==> src/rtl/sea_pkg.sv <==
// Constants and types shared by the serial EEPROM access master
package sea_pkg;

  // ----------------------------------------------------------------
  // Clock and serial timing
  // ----------------------------------------------------------------
  localparam int CLK_FREQ_MHZ = 125;
  // Least half period of the serial clock, in ns
  localparam int SCLK_HALF_NS = 500;
  // Rounded up to whole clock cycles
  localparam int SCLK_HALF_CYC_INT = (SCLK_HALF_NS * CLK_FREQ_MHZ + 999) / 1000;
  localparam int CNT_W = 7;
  localparam logic [CNT_W-1:0] SCLK_HALF_CYC = CNT_W'(SCLK_HALF_CYC_INT);
  // Select setup and deselect gap, in clock cycles
  localparam logic [CNT_W-1:0] CS_GAP_CYC = CNT_W'(SCLK_HALF_CYC_INT);

  // ----------------------------------------------------------------
  // Byte framing
  // ----------------------------------------------------------------
  localparam int BITS_PER_BYTE = 8;
  localparam logic [3:0] LAST_PHASE = 4'(2 * BITS_PER_BYTE - 1);

  // ----------------------------------------------------------------
  // EEPROM commands
  // ----------------------------------------------------------------
  localparam logic [7:0] OP_WRITE_ENABLE = 8'h06;
  localparam logic [7:0] OP_WRITE        = 8'h02;
  localparam logic [7:0] OP_READ_STATUS  = 8'h05;
  localparam logic [7:0] OP_READ         = 8'h03;
  localparam logic [7:0] DUMMY_BYTE      = 8'h00;
  localparam int         STATUS_BUSY_BIT = 0;

  // ----------------------------------------------------------------
  // Setup packet layout and memory geometry
  // ----------------------------------------------------------------
  localparam int SETUP_BYTES       = 8;
  localparam int SETUP_ADDR_LO_IDX = 2;
  localparam int SETUP_ADDR_HI_IDX = 3;
  localparam int SETUP_DATA_IDX    = 4;
  localparam int ARRAY_ADDR_W      = 11;
  localparam int SLAVE_COUNT       = 2;

  // ----------------------------------------------------------------
  // Control-IN arming values
  // ----------------------------------------------------------------
  localparam logic [7:0] COUNT_HIGH_VAL = 8'h00;
  localparam logic [7:0] COUNT_LOW_VAL  = 8'h01;

  // ----------------------------------------------------------------
  // Sequencer states
  // ----------------------------------------------------------------
  typedef enum logic [2:0] {
    ST_IDLE,
    ST_SEL,
    ST_XFER,
    ST_DESEL,
    ST_ARM_BUF,
    ST_ARM_HI,
    ST_ARM_LO
  } sea_state_e;

endpackage

==> src/rtl/sea_master.sv <==
// Serial EEPROM access master: byte write and byte read sequencer
//
// Function
// Bytes shift MSB first, eight clocks exchange
// Select held low during whole transfer
// Slave floats output and ignores clock deselected; the test model drives the inverse of its last bit
// Sample on rising edge; idle level per mode
// One select output per attached slave
// Write enable 0x06 then select cycled
// Write: 0x02, address high, low, data
// Select rises after data, starting write
// Slave increments address for burst bytes
// Poll status until busy bit clears
// Cycle select, read opcode, address, data
// Data to buffer, count high then low
// Eleven-bit address sent high byte first
// Address and data from setup packet bytes
// Status read opcode 0x05, status follows
// Read opcode 0x03, address, data returned
// Divided clock; accept only when idle
`timescale 1ns/1ps
`default_nettype none
module sea_master
  import sea_pkg::*;
(
  // Clock and reset
  input  wire logic                     mclk,
  input  wire logic                     sys_rst,
  // Request front end
  input  wire logic                     vendor_write_request,
  input  wire logic                     vendor_read_request,
  input  wire logic [8*SETUP_BYTES-1:0] setup_packet_buffer,
  input  wire logic                     slave_index,
  input  wire logic                     mode_cpol,
  // Status
  output logic                          busy,
  output logic                          done,
  // Control-IN buffer and byte count
  output logic [7:0]                    control_in_buffer,
  output logic                          control_in_buffer_we,
  output logic [7:0]                    control_count_data,
  output logic                          control_count_high_we,
  output logic                          control_count_low_we,
  // Serial link
  output logic                          spi_sclk,
  output logic                          spi_mosi,
  output logic [SLAVE_COUNT-1:0]        spi_cs_n,
  input  wire logic                     spi_miso
);

  // ----------------------------------------------------------------
  // Helpers
  // ----------------------------------------------------------------

  // Byte to send for a given position within a frame
  function automatic logic [7:0] frame_byte(
    input logic                    op_read,
    input logic                    frame,
    input logic [1:0]              idx,
    input logic [ARRAY_ADDR_W-1:0] addr,
    input logic [7:0]              wdata
  );
    logic [7:0] b;
    b = DUMMY_BYTE;
    if (!frame) begin
      if (idx == 2'd0) begin
        b = op_read ? OP_READ_STATUS : OP_WRITE_ENABLE;
      end
    end else begin
      case (idx)
        2'd0: begin
          b = op_read ? OP_READ : OP_WRITE;
        end
        2'd1: begin
          b = 8'(addr[ARRAY_ADDR_W-1:8]);
        end
        2'd2: begin
          b = addr[7:0];
        end
        default: begin
          b = op_read ? DUMMY_BYTE : wdata;
        end
      endcase
    end
    return b;
  endfunction

  // Setup packet byte by index
  function automatic logic [7:0] setup_byte(
    input logic [8*SETUP_BYTES-1:0] pkt,
    input int                       n
  );
    return pkt[8*n +: 8];
  endfunction

  // ----------------------------------------------------------------
  // State
  // ----------------------------------------------------------------
  typedef struct packed {
    sea_state_e              state;
    logic                    op_read;
    logic                    frame;
    logic [1:0]              idx;
    logic                    slave;
    logic                    cpol;
    logic [ARRAY_ADDR_W-1:0] addr;
    logic [7:0]              wdata;
    logic [CNT_W-1:0]        cnt;
    logic                    selected;
    logic                    start;
    logic [7:0]              tx;
    logic                    miso_meta;
    logic                    miso_sync;
    logic [7:0]              buf_data;
    logic                    buf_we;
    logic [7:0]              cnt_data;
    logic                    cnt_hi_we;
    logic                    cnt_lo_we;
    logic                    done;
    logic [SLAVE_COUNT-1:0]  cs_n;
  } sea_master_s;

  sea_master_s r_reg;
  sea_master_s r_next;

  logic       sh_done;
  logic [7:0] sh_rx;

  // ----------------------------------------------------------------
  // Byte shifter
  // ----------------------------------------------------------------
  sea_shift u_shift (
    .mclk      (mclk),
    .sys_rst   (sys_rst),
    .start     (r_reg.start),
    .tx_byte   (r_reg.tx),
    .cpol      (r_next.cpol),
    .miso_sync (r_reg.miso_sync),
    .sclk      (spi_sclk),
    .mosi      (spi_mosi),
    .rx_byte   (sh_rx),
    .done      (sh_done)
  );

  // ----------------------------------------------------------------
  // Sequencer
  // ----------------------------------------------------------------
  always_comb begin
    r_next           = r_reg;
    r_next.start     = 1'b0;
    r_next.buf_we    = 1'b0;
    r_next.cnt_hi_we = 1'b0;
    r_next.cnt_lo_we = 1'b0;
    r_next.done      = 1'b0;
    // Link input passes two flip-flops
    r_next.miso_meta = spi_miso;
    r_next.miso_sync = r_reg.miso_meta;

    case (r_reg.state)
      ST_IDLE: begin
        // Idle clock level tracks the mode; change it before a request, not with it
        r_next.cpol = mode_cpol;
        // New work only once the previous frame has closed
        if (vendor_write_request || vendor_read_request) begin
          r_next.op_read  = !vendor_write_request;
          r_next.frame    = 1'b0;
          r_next.idx      = 2'd0;
          r_next.slave    = slave_index;
          // Address and data from the setup packet; bits above the array dropped
          r_next.addr     = ARRAY_ADDR_W'({setup_byte(setup_packet_buffer, SETUP_ADDR_HI_IDX),
                                           setup_byte(setup_packet_buffer, SETUP_ADDR_LO_IDX)});
          r_next.wdata    = setup_byte(setup_packet_buffer, SETUP_DATA_IDX);
          r_next.cnt      = '0;
          r_next.selected = 1'b1;
          r_next.state    = ST_SEL;
        end
      end

      ST_SEL: begin
        // Select low ahead of the first clock edge
        if (r_reg.cnt == CS_GAP_CYC - 1'b1) begin
          r_next.cnt   = '0;
          r_next.start = 1'b1;
          r_next.tx    = frame_byte(r_reg.op_read, r_reg.frame, 2'd0, r_reg.addr, r_reg.wdata);
          r_next.idx   = 2'd0;
          r_next.state = ST_XFER;
        end else begin
          r_next.cnt = r_reg.cnt + 1'b1;
        end
      end

      ST_XFER: begin
        if (sh_done) begin
          if (!r_reg.frame) begin
            if (!r_reg.op_read) begin
              // Write enable sent; cycle select to latch it
              r_next.selected = 1'b0;
              r_next.cnt      = '0;
              r_next.state    = ST_DESEL;
            end else if (r_reg.idx == 2'd0) begin
              // Status byte follows the command directly
              r_next.idx   = 2'd1;
              r_next.start = 1'b1;
              r_next.tx    = DUMMY_BYTE;
            end else if (sh_rx[STATUS_BUSY_BIT]) begin
              // Write cycle still running: read status again
              r_next.start = 1'b1;
              r_next.tx    = DUMMY_BYTE;
            end else begin
              // Polling complete: cycle select
              r_next.selected = 1'b0;
              r_next.cnt      = '0;
              r_next.state    = ST_DESEL;
            end
          end else if (r_reg.idx != 2'd3) begin
            // Opcode, address high, address low, data in one frame
            r_next.idx   = r_reg.idx + 2'd1;
            r_next.start = 1'b1;
            r_next.tx    = frame_byte(r_reg.op_read, 1'b1, r_reg.idx + 2'd1, r_reg.addr, r_reg.wdata);
          end else begin
            if (r_reg.op_read) begin
              r_next.buf_data = sh_rx;
            end
            // Rising select ends the frame and, for a write, starts the write cycle
            r_next.selected = 1'b0;
            r_next.cnt      = '0;
            r_next.state    = ST_DESEL;
          end
        end
      end

      ST_DESEL: begin
        if (r_reg.cnt == CS_GAP_CYC - 1'b1) begin
          r_next.cnt = '0;
          if (!r_reg.frame) begin
            r_next.frame    = 1'b1;
            r_next.idx      = 2'd0;
            r_next.selected = 1'b1;
            r_next.state    = ST_SEL;
          end else if (r_reg.op_read) begin
            r_next.state = ST_ARM_BUF;
          end else begin
            r_next.done  = 1'b1;
            r_next.state = ST_IDLE;
          end
        end else begin
          r_next.cnt = r_reg.cnt + 1'b1;
        end
      end

      ST_ARM_BUF: begin
        // Read byte into the first buffer location
        r_next.buf_we = 1'b1;
        r_next.state  = ST_ARM_HI;
      end

      ST_ARM_HI: begin
        // High count byte first, it does not arm
        r_next.cnt_data  = COUNT_HIGH_VAL;
        r_next.cnt_hi_we = 1'b1;
        r_next.state     = ST_ARM_LO;
      end

      ST_ARM_LO: begin
        // Low count byte of one arms the transfer
        r_next.cnt_data  = COUNT_LOW_VAL;
        r_next.cnt_lo_we = 1'b1;
        r_next.done      = 1'b1;
        r_next.state     = ST_IDLE;
      end

      default: begin
        r_next.selected = 1'b0;
        r_next.state    = ST_IDLE;
      end
    endcase

    // One select per slave, only the chosen one goes low
    for (int i = 0; i < SLAVE_COUNT; i++) begin
      r_next.cs_n[i] = !(r_next.selected && (r_next.slave == 1'(i)));
    end
  end

  always_ff @(posedge mclk) begin
    if (sys_rst) begin
      r_reg       <= '0;
      r_reg.state <= ST_IDLE;
      r_reg.cs_n  <= '1;
    end else begin
      r_reg <= r_next;
    end
  end

  // ----------------------------------------------------------------
  // Outputs
  // ----------------------------------------------------------------
  assign busy                  = (r_reg.state != ST_IDLE);
  assign done                  = r_reg.done;
  assign control_in_buffer     = r_reg.buf_data;
  assign control_in_buffer_we  = r_reg.buf_we;
  assign control_count_data    = r_reg.cnt_data;
  assign control_count_high_we = r_reg.cnt_hi_we;
  assign control_count_low_we  = r_reg.cnt_lo_we;
  assign spi_cs_n              = r_reg.cs_n;

endmodule
`default_nettype wire

==> src/rtl/sea_shift.sv <==
// One-byte serial shifter, modes (0,0) and (1,1), MSB first
`timescale 1ns/1ps
`default_nettype none
module sea_shift
  import sea_pkg::*;
(
  // Clock and reset
  input  wire logic       mclk,
  input  wire logic       sys_rst,
  // Byte request
  input  wire logic       start,
  input  wire logic [7:0] tx_byte,
  input  wire logic       cpol,
  // Synchronised serial input
  input  wire logic       miso_sync,
  // Serial outputs
  output logic            sclk,
  output logic            mosi,
  // Result
  output logic [7:0]      rx_byte,
  output logic            done
);

  typedef struct packed {
    logic             busy;
    logic [3:0]       phase;
    logic [CNT_W-1:0] cnt;
    logic [7:0]       tx;
    logic [7:0]       rx;
    logic             sclk;
    logic             mosi;
    logic             done;
  } sea_shift_s;

  sea_shift_s r_reg;
  sea_shift_s r_next;

  always_comb begin
    r_next      = r_reg;
    r_next.done = 1'b0;
    if (!r_reg.busy) begin
      // Idle level follows the selected mode
      r_next.sclk = cpol;
      if (start) begin
        r_next.busy  = 1'b1;
        r_next.phase = 4'h0;
        r_next.cnt   = '0;
        r_next.tx    = tx_byte;
        r_next.mosi  = tx_byte[7];
        r_next.sclk  = 1'b0;
      end
    end else if (r_reg.cnt == SCLK_HALF_CYC - 1'b1) begin
      r_next.cnt   = '0;
      r_next.phase = r_reg.phase + 4'h1;
      if (!r_reg.phase[0]) begin
        r_next.sclk = 1'b1;
      end else begin
        // Sample late in the high half; slave changes only after the fall
        r_next.rx = {r_reg.rx[6:0], miso_sync};
        if (r_reg.phase == LAST_PHASE) begin
          r_next.busy = 1'b0;
          r_next.done = 1'b1;
          r_next.sclk = cpol;
        end else begin
          r_next.sclk = 1'b0;
          r_next.tx   = {r_reg.tx[6:0], 1'b0};
          r_next.mosi = r_reg.tx[6];
        end
      end
    end else begin
      r_next.cnt = r_reg.cnt + 1'b1;
    end
  end

  always_ff @(posedge mclk) begin
    if (sys_rst) begin
      r_reg <= '0;
    end else begin
      r_reg <= r_next;
    end
  end

  assign sclk    = r_reg.sclk;
  assign mosi    = r_reg.mosi;
  assign rx_byte = r_reg.rx;
  assign done    = r_reg.done;

endmodule
`default_nettype wire
==> config.mk <==
export PLATFORM = sky130hd
export DESIGN_NAME = sea_master
export DESIGN_NICKNAME = d
export VERILOG_FILES = /design/src/rtl/sea_pkg.sv /design/src/rtl/sea_master.sv /design/src/rtl/sea_shift.sv
export SDC_FILE = /design/constraint.sdc
export NUM_CORES = 1
export LEC_CHECK = 0
export BUFFER_PORTS_ARGS = -buffer_cell sky130_fd_sc_hd__buf_2
export CAP_MARGIN = 0
export CORE_ASPECT_RATIO = 0.5
export CORE_MARGIN = 4
export CORE_UTILIZATION = 58
export CTS_CLUSTER_SIZE = 14
export DETAILED_ROUTE_END_ITERATION = 10
export GPL_ROUTABILITY_DRIVEN = 0
export PLACE_DENSITY = 0.9
export SLEW_MARGIN = 20
export SYNTH_ARGS = -nofsm -noshare
export SYNTH_HDL_FRONTEND = slang
export SYNTH_SLANG_ARGS = --single-unit
==> constraint.sdc <==
create_clock -name mclk -period 5.6 [get_ports mclk]
set_clock_uncertainty 0.2 [all_clocks]
set_input_delay 0.56 -clock mclk [delete_from_list [all_inputs] [get_ports mclk]]
set_output_delay 0.56 -clock mclk [all_outputs]
set_load 0.01 [all_outputs]
==> results of run 1 <==
## worst max-delay path, cell delays in order (launching register included)
cell and delay [ns]:
dfxtp_1 0.49, nor2_1 0.65, and2_1 0.74, mux2i_1 0.36, nand3_1 0.11
## cell usage after synthesis, types with 8 or more instances
cell type / instances / area (um^2)
a221oi_1: 8 / 70.07
nand3b_1: 9 / 67.56
o21ai_0: 20 / 100.1
nand2_1: 77 / 289.0
nand3_1: 9 / 45.04
ha_1: 11 / 137.6
nor2_1: 31 / 116.4
and2_1: 10 / 62.56
buf_4: 21 / 157.7
a22oi_1: 9 / 67.56
inv_1: 21 / 78.83
mux2i_1: 13 / 130.1
nor3_1: 9 / 45.04
a21oi_1: 43 / 215.2
clkbuf_1: 16 / 60.06
dfxtp_1: 92 / 1842
## path summary, 6_finish.rpt
kind                 endpoint  cells past startpoint
setup / recovery  spi_cs_n[0]                      4
hold / removal      r_reg[65]                      2
setup reg to reg  spi_cs_n[0]                      4
hold reg to reg     r_reg[22]                      1
## cells by family after synthesis
group | share of synthesized area
buffers and inverters | 0.08090
AND/OR/NAND/NOR | 0.2146
multiplexers | 0.03070
flip-flops | 0.4346
adder cells (fa/ha/maj) | 0.03248
AO/OA/AOI/OAI | 0.2037
other | 0.0008849
XOR/XNOR | 0.002067
## power breakdown
part | switching [mW] | total (mW) | internal (mW)
clock network | 0.250 | 0.684 | 0.434
registers | 0.0144 | 0.686 | 0.671
logic | 0.0508 | 0.0810 | 0.0302
total | 0.315 | 1.45 | 1.14
## metrics by stage
stage               cells  cell area (um^2)  setup slack (ns)  power, mW  hold slack (ns)
floorplan             501              4260             3.714     0.7593           0.2138
global placement      592              4334             2.871     0.7766           0.2237
detailed placement    592              4334             2.877     0.7788           0.2292
CTS                   608              4674             2.927      1.461           0.2216
global route          608              4674             2.654      1.500           0.2371
finish                608              4674             2.917      1.451           0.2316
## cell type report
| cell class | instances | share of cell area |
|---|---|---|
| multi-input cells | 343 | 0.4441 |
| flip-flops and latches | 92 | 0.3940 |
| clock buffers | 9 | 0.04818 |
| repair buffers | 44 | 0.04764 |
| clock inverters | 7 | 0.02463 |
| well taps | 92 | 0.02463 |
| inverters | 21 | 0.01686 |
## metal layers
layer | vias to the layer above | wire length [um] | track usage
met5 | - | 0 | 0
met4 | 0 | 155 | 0.1008
met3 | 18 | 672 | 0.06703
met2 | 155 | 4042 | 0.3293
met1 | 1677 | 4270 | 0.2865
li1 | 1760 | - | -
==> qor.yml, run 1 <==
cts-root-buf: "clkbuf_16"
synth_cell_types: 58
nets: 593
status: "completed"
clk_path_buf_depth: 2
cts_setup_buffers: 0
async_reset_ff_frac: 0
cts.sinks: 92
io_pins: 96
path_clk_slew_ns: 0.06
cts_resized: 0
wire_per_inst_um: 15.03
final_util: 0.6790
drtIter0Drc: 289
synth_edf_count: 0
largest_reg_flops: 46
area_growth_syn_to_layout_pct: 10.30
synth-seq-area-share: 0.4346
syn_area_um2: 4238
crit_start: "r_reg[66]"
multiInputGateArea_um2: 2076
required_ns: 5.61
synth-seq-cells: 92
syn_inst: 495
clk_latency_ns: 0.34
drive_above_1_share: 0.1318
fmax_ghz: 0.3727
cts_buffers: 9
fp.dieW_um: 128.9
setup_violations: 0
cap_violations: 0
rsz0062_at_grt: "false"
start_kind: "flop"
ir_drop_mv: 0.2138
cp_max_fo: 21
wl_um: 9140
fin_crit_ns: 2.683
drt-pass1-iter-count: 5
relSlewSlack: 0.3756
grt_antenna_before_repair: 0
cts_tree: "done"
p_per_area_nw_per_um2: 310.4
synth_ff_type: "dfxtp_1"
yosysWarnings: 0
via_per_inst: 5.938
avgSynthCellArea_um2: 8.561
grt_pass1_vias: 3220
rows: 21
ant_nets: 0
grt_pass1_wl_um: 15170
crit_path_end_kind: "flop"
r2r-start: "r_reg[66]"
dieArea_um2: 8821
final_cell_mix: "92 x dfxtp_1, 77 x nand2_1, 43 x a21oi_1, 43 x buf_2, 31 x nor2_1"
hold_viol_final: 0
grt_max_degree: 47
cts_max_level: 3
track_usage: 0.2175
min_path_type: "in -> reg"
post-dp-hpwl_um: 5801
fin_tns_setup_ns: 0
final_common_cell: "dfxtp_1"
nFillCells: 560
n_antenna_cell: 0
worstMarginPinSlew_ns: 0.9347
p_leak_nw: 1.847
post-route-period-util: 0.4791
die_h_um: 68.44
critPathKind: "reg -> reg"
grt-ovfl-total: 0
register_area_um2: 1842
holdCritStartpoint: "vendor_write_request"
drcViolationCount: 0
io_buffers: 43
crit_arrival_ns: 2.69
start_util: 0.6156
r2r_slack_ns: 2.92
core_region_area_um2: 6884
hold_buffers: 0
vias: 3610
drv_slew: 0
(Power assumes the default switching activity.)
==> inputs of run 2 (changes only) <==
--- a/config.mk
+++ b/config.mk
@@ -5,15 +5,16 @@
 export SDC_FILE = /design/constraint.sdc
 export NUM_CORES = 1
 export LEC_CHECK = 0
+export ABC_AREA = 1
 export BUFFER_PORTS_ARGS = -buffer_cell sky130_fd_sc_hd__buf_2
 export CAP_MARGIN = 0
 export CORE_ASPECT_RATIO = 0.5
 export CORE_MARGIN = 4
-export CORE_UTILIZATION = 58
+export CORE_UTILIZATION = 49
 export CTS_CLUSTER_SIZE = 14
 export DETAILED_ROUTE_END_ITERATION = 10
 export GPL_ROUTABILITY_DRIVEN = 0
-export PLACE_DENSITY = 0.9
+export PLACE_DENSITY = 0.81
 export SLEW_MARGIN = 20
 export SYNTH_ARGS = -nofsm -noshare
 export SYNTH_HDL_FRONTEND = slang
==> constraint.sdc (replaced) <==
create_clock -name mclk -period 2.2 [get_ports mclk]
set_clock_uncertainty 0.2 [all_clocks]
set_input_delay 0.22 -clock mclk [delete_from_list [all_inputs] [get_ports mclk]]
set_output_delay 0.22 -clock mclk [all_outputs]
set_load 0.01 [all_outputs]
==> run 2 against run 1 <==
Largest cell class unchanged. Hold slack got worse by 0.19 ns. Via count rose by 11%. Final cell count rose by 30%. Flip-flop and latch count did not move. Critical endpoint is now r_reg[26]. Highest routed layer unchanged. Critical path depth rose by 6. Count of clock-buffer cells in the layout rose by 2. Maximum frequency rose by 34%. Critical path type unchanged.
==> qor.yml, run 2 <==
grt_antenna_before_repair: 0  # unchanged
cp_slowest_cell: "dfxtp_1"
synth.largest_area_cell: "dfxtp_1"
drive_above_1_share: 0.1565  # +0.02470
p_int_mw: 3.331  # +190%
holdCritStartpoint: "setup_packet_buffer[23]"
n_antenna_cell: 0  # unchanged
cp_max_fo: 7  # -67%
area_growth_syn_to_layout_pct: 17.02
clk_latency_ns: 0.35  # about the same
endpoint: "r_reg[26]"
cts_max_level: 3  # unchanged
cts-root-buf: "clkbuf_16"
path_buf_inv: 3  # +3
async_reset_ff_frac: 0  # unchanged
synth_cell_types: 39  # -33%
grt_max_degree: 39  # -17%
p_leak_nw: 2.264  # +23%
rsz0062_at_grt: "false"
ir_drop_mv: 0.5234  # +140%
synth_top_area_share: 0.4161  # -0.01855
final_cell_mix: "103 x nand2_1, 92 x dfxtp_1, 76 x inv_1"
p_sw_frac: 0.3504  # +0.1332
yosysWarnings: 0  # unchanged
drt-pass1-iter-count: 6  # +1
min_path_type: "in -> reg"
start_kind: "flop"
largest_reg_flops: 46  # unchanged
cts_tree: "done"
fin_tns_setup_ns: 0  # unchanged
drcViolationCount: 0  # unchanged
r2r_slack_ns: 0.20  # -2.71 ns
finalPower_mw: 5.128  # +250%
worstMarginPinSlew_ns: 0.4957  # -0.4390 ns
die_h_um: 75.21  # +9.9%
critPathKind: "reg -> reg"
synth_ff_type: "dfxtp_1"
start_util: 0.5066  # -0.1090
crit_family: "flip-flops"
wl_um: 9823  # +7.5%
drv_slew: 0  # unchanged
yosys-top-cells-area: "dfxtp_1 42%, nand2_1 8.7%, a21oi_1 7.9%"
status: "completed"
crit_chain: "inv_1 -> ha_1 -> inv_1 -> nor2_1 -> inv_1 -> nor2_1 -> o21ai_0 -> o21ai_0 -> nor2_1 -> nor2_1"
cap_violations: 0  # unchanged
avgSynthCellArea_um2: 7.221  # -16%
synth-seq-area-share: 0.4161  # -0.01855
p_switching_mw: 1.797  # +470%
p_per_area_nw_per_um2: 990.0  # +220%
r2r-end: "r_reg[26]"
fin_ws_ns: 0.2023  # -2.715 ns
crit_arrival_ns: 2.04  # -0.65 ns
io_buffers: 43  # unchanged
wire_per_inst_um: 12.47  # -17%
syn_inst: 613  # +24%
grt_pass1_vias: 3622  # +12%
crit_path_end_kind: "flop"
io_pins: 96  # unchanged
fin_crit_ns: 1.998  # -0.6852 ns
slowest_delay_ns: 0.41  # -0.33 ns
r2r-start: "r_reg[62]"
cts.sinks: 92  # unchanged
ant_nets: 0  # unchanged
post-dp-hpwl_um: 6574  # +13%
cts_setup_buffers: 0  # unchanged
required_ns: 2.24  # -3.37 ns
final_common_cell: "nand2_1"
crit_start: "r_reg[62]"
synth_most_common_cell: "nand2_1"
fp.dieW_um: 142.4  # +11%
setup_violations: 0  # unchanged
yosys-top-cells-count: "103 x nand2_1, 92 x dfxtp_1, 76 x inv_1, 71 x nor2_1, 70 x a21oi_1"
nets: 748  # +26%
rr_worst_depth: 10  # +6
syn_area_um2: 4427  # +4.5%
pwr-share-clk: 0.320  # -0.152
comb_power_share: 0.284  # +0.228
grt_pass1_wl_um: 16490  # +8.7%
via_per_inst: 5.080  # -14%
post-route-period-util: 0.9080  # +0.4290
synth-seq-cells: 92  # unchanged
grt-ovfl-total: 0  # unchanged
dieArea_um2: 10710  # +21%
synth_edf_count: 0  # unchanged
vias: 4003  # +11%
core_region_area_um2: 8738  # +27%
pre_cts_ws_ns: 0.2761  # -2.601 ns
path_clk_slew_ns: 0.07  # about the same
path_depth: 10  # +6
relSlewSlack: 0.6683  # +0.2928
fmax_ghz: 0.5006  # +34%
hold_viol_final: 0  # unchanged
track_usage: 0.1911  # -0.02640
drtIter0Drc: 336  # +16%
holdWs_ns: 0.03913  # -0.1925 ns
seqPwrFrac: 0.397  # -0.076
cts_buffers: 9  # unchanged
cpMostUsedCell: "nor2_1"
clk_path_buf_depth: 2  # unchanged
rows: 24  # +14%
## run 2: cell types whose count changed after synthesis, sizes merged, moves of 8 or more
cell,before,now
a22oi,9,1
a221oi,8,0
and2,11,0
nand2,78,111
inv,21,81
a21oi,43,72
nor2,31,80
o21ai,21,58
mux2i,13,0
nand3,9,41
## run 2: routing by layer
metal,part of all wire,global-route usage,vias up
met5,0,0,-
met4,0.020,0.08114,0
met3,0.061,0.04886,21
met2,0.45,0.3097,144
met1,0.47,0.2472,1790
li1,-,-,2048
## run 2: tightest hold or removal path, stage by stage
cell	delay [ns]
buf_2	0.08
o21ai_0	0.12
a21oi_1	0.13
## run 2: cell families after synthesis
kind of cell,after synthesis,synth area share
and+or+nand+nor,248,0.2547
other,1,0.0008471
AOI/OAI and AO/OA,138,0.1662
adders and majority gates,11,0.03109
DFF,92,0.4161
xor gates and xnor gates,5,0.009892
buffers and inverters,118,0.1213
## run 2: metrics by stage
step	area, um^2	util	instances
finish	5180	0.5928	788
global route	5180	0.5928	788
CTS	5180	0.5928	788
detailed placement	4641	0.5311	750
global placement	4641	0.5311	750
floorplan	4449	-	619
## run 2: what timing repair did
action	in CTS	in global routing
hold endpoints to repair	23	0
hold buffers	22	0
resized for setup	0	0
## run 2: worst min path at each step
stage                 end  cells past startpoint  slack, ns
2_1_floorplan  r_next[22]                      2       0.13
3_3_place_gp    r_reg[22]                      2       0.19
3_5_place_dp    r_reg[22]                      2       0.19
4_1_cts         r_reg[56]                      3       0.01
5_1_grt         r_reg[56]                      3       0.04
6_report        r_reg[56]                      3       0.04
## run 2: power groups by stage
stage / Combinational (mW) / Sequential [mW] / Clock [mW]
4_1_cts: 1.43 / 2.03 / 1.66
3_3_place_gp: 1.36 / 2.06 / 0
3_5_place_dp: 1.39 / 2.06 / 0
5_1_grt: 1.65 / 2.06 / 1.73
6_report: 1.45 / 2.03 / 1.64
2_1_floorplan: 1.13 / 2.01 / 0
## run 2: layout make-up
class	count	area (um^2)
inverter	81	306.5
timing repair buffer	73	495.5
tap	117	146.4
sequential	92	1842
clock inverter	5	66.31
multi-input combinational	409	2071
fill	759	3558
clock buffer	11	252.7
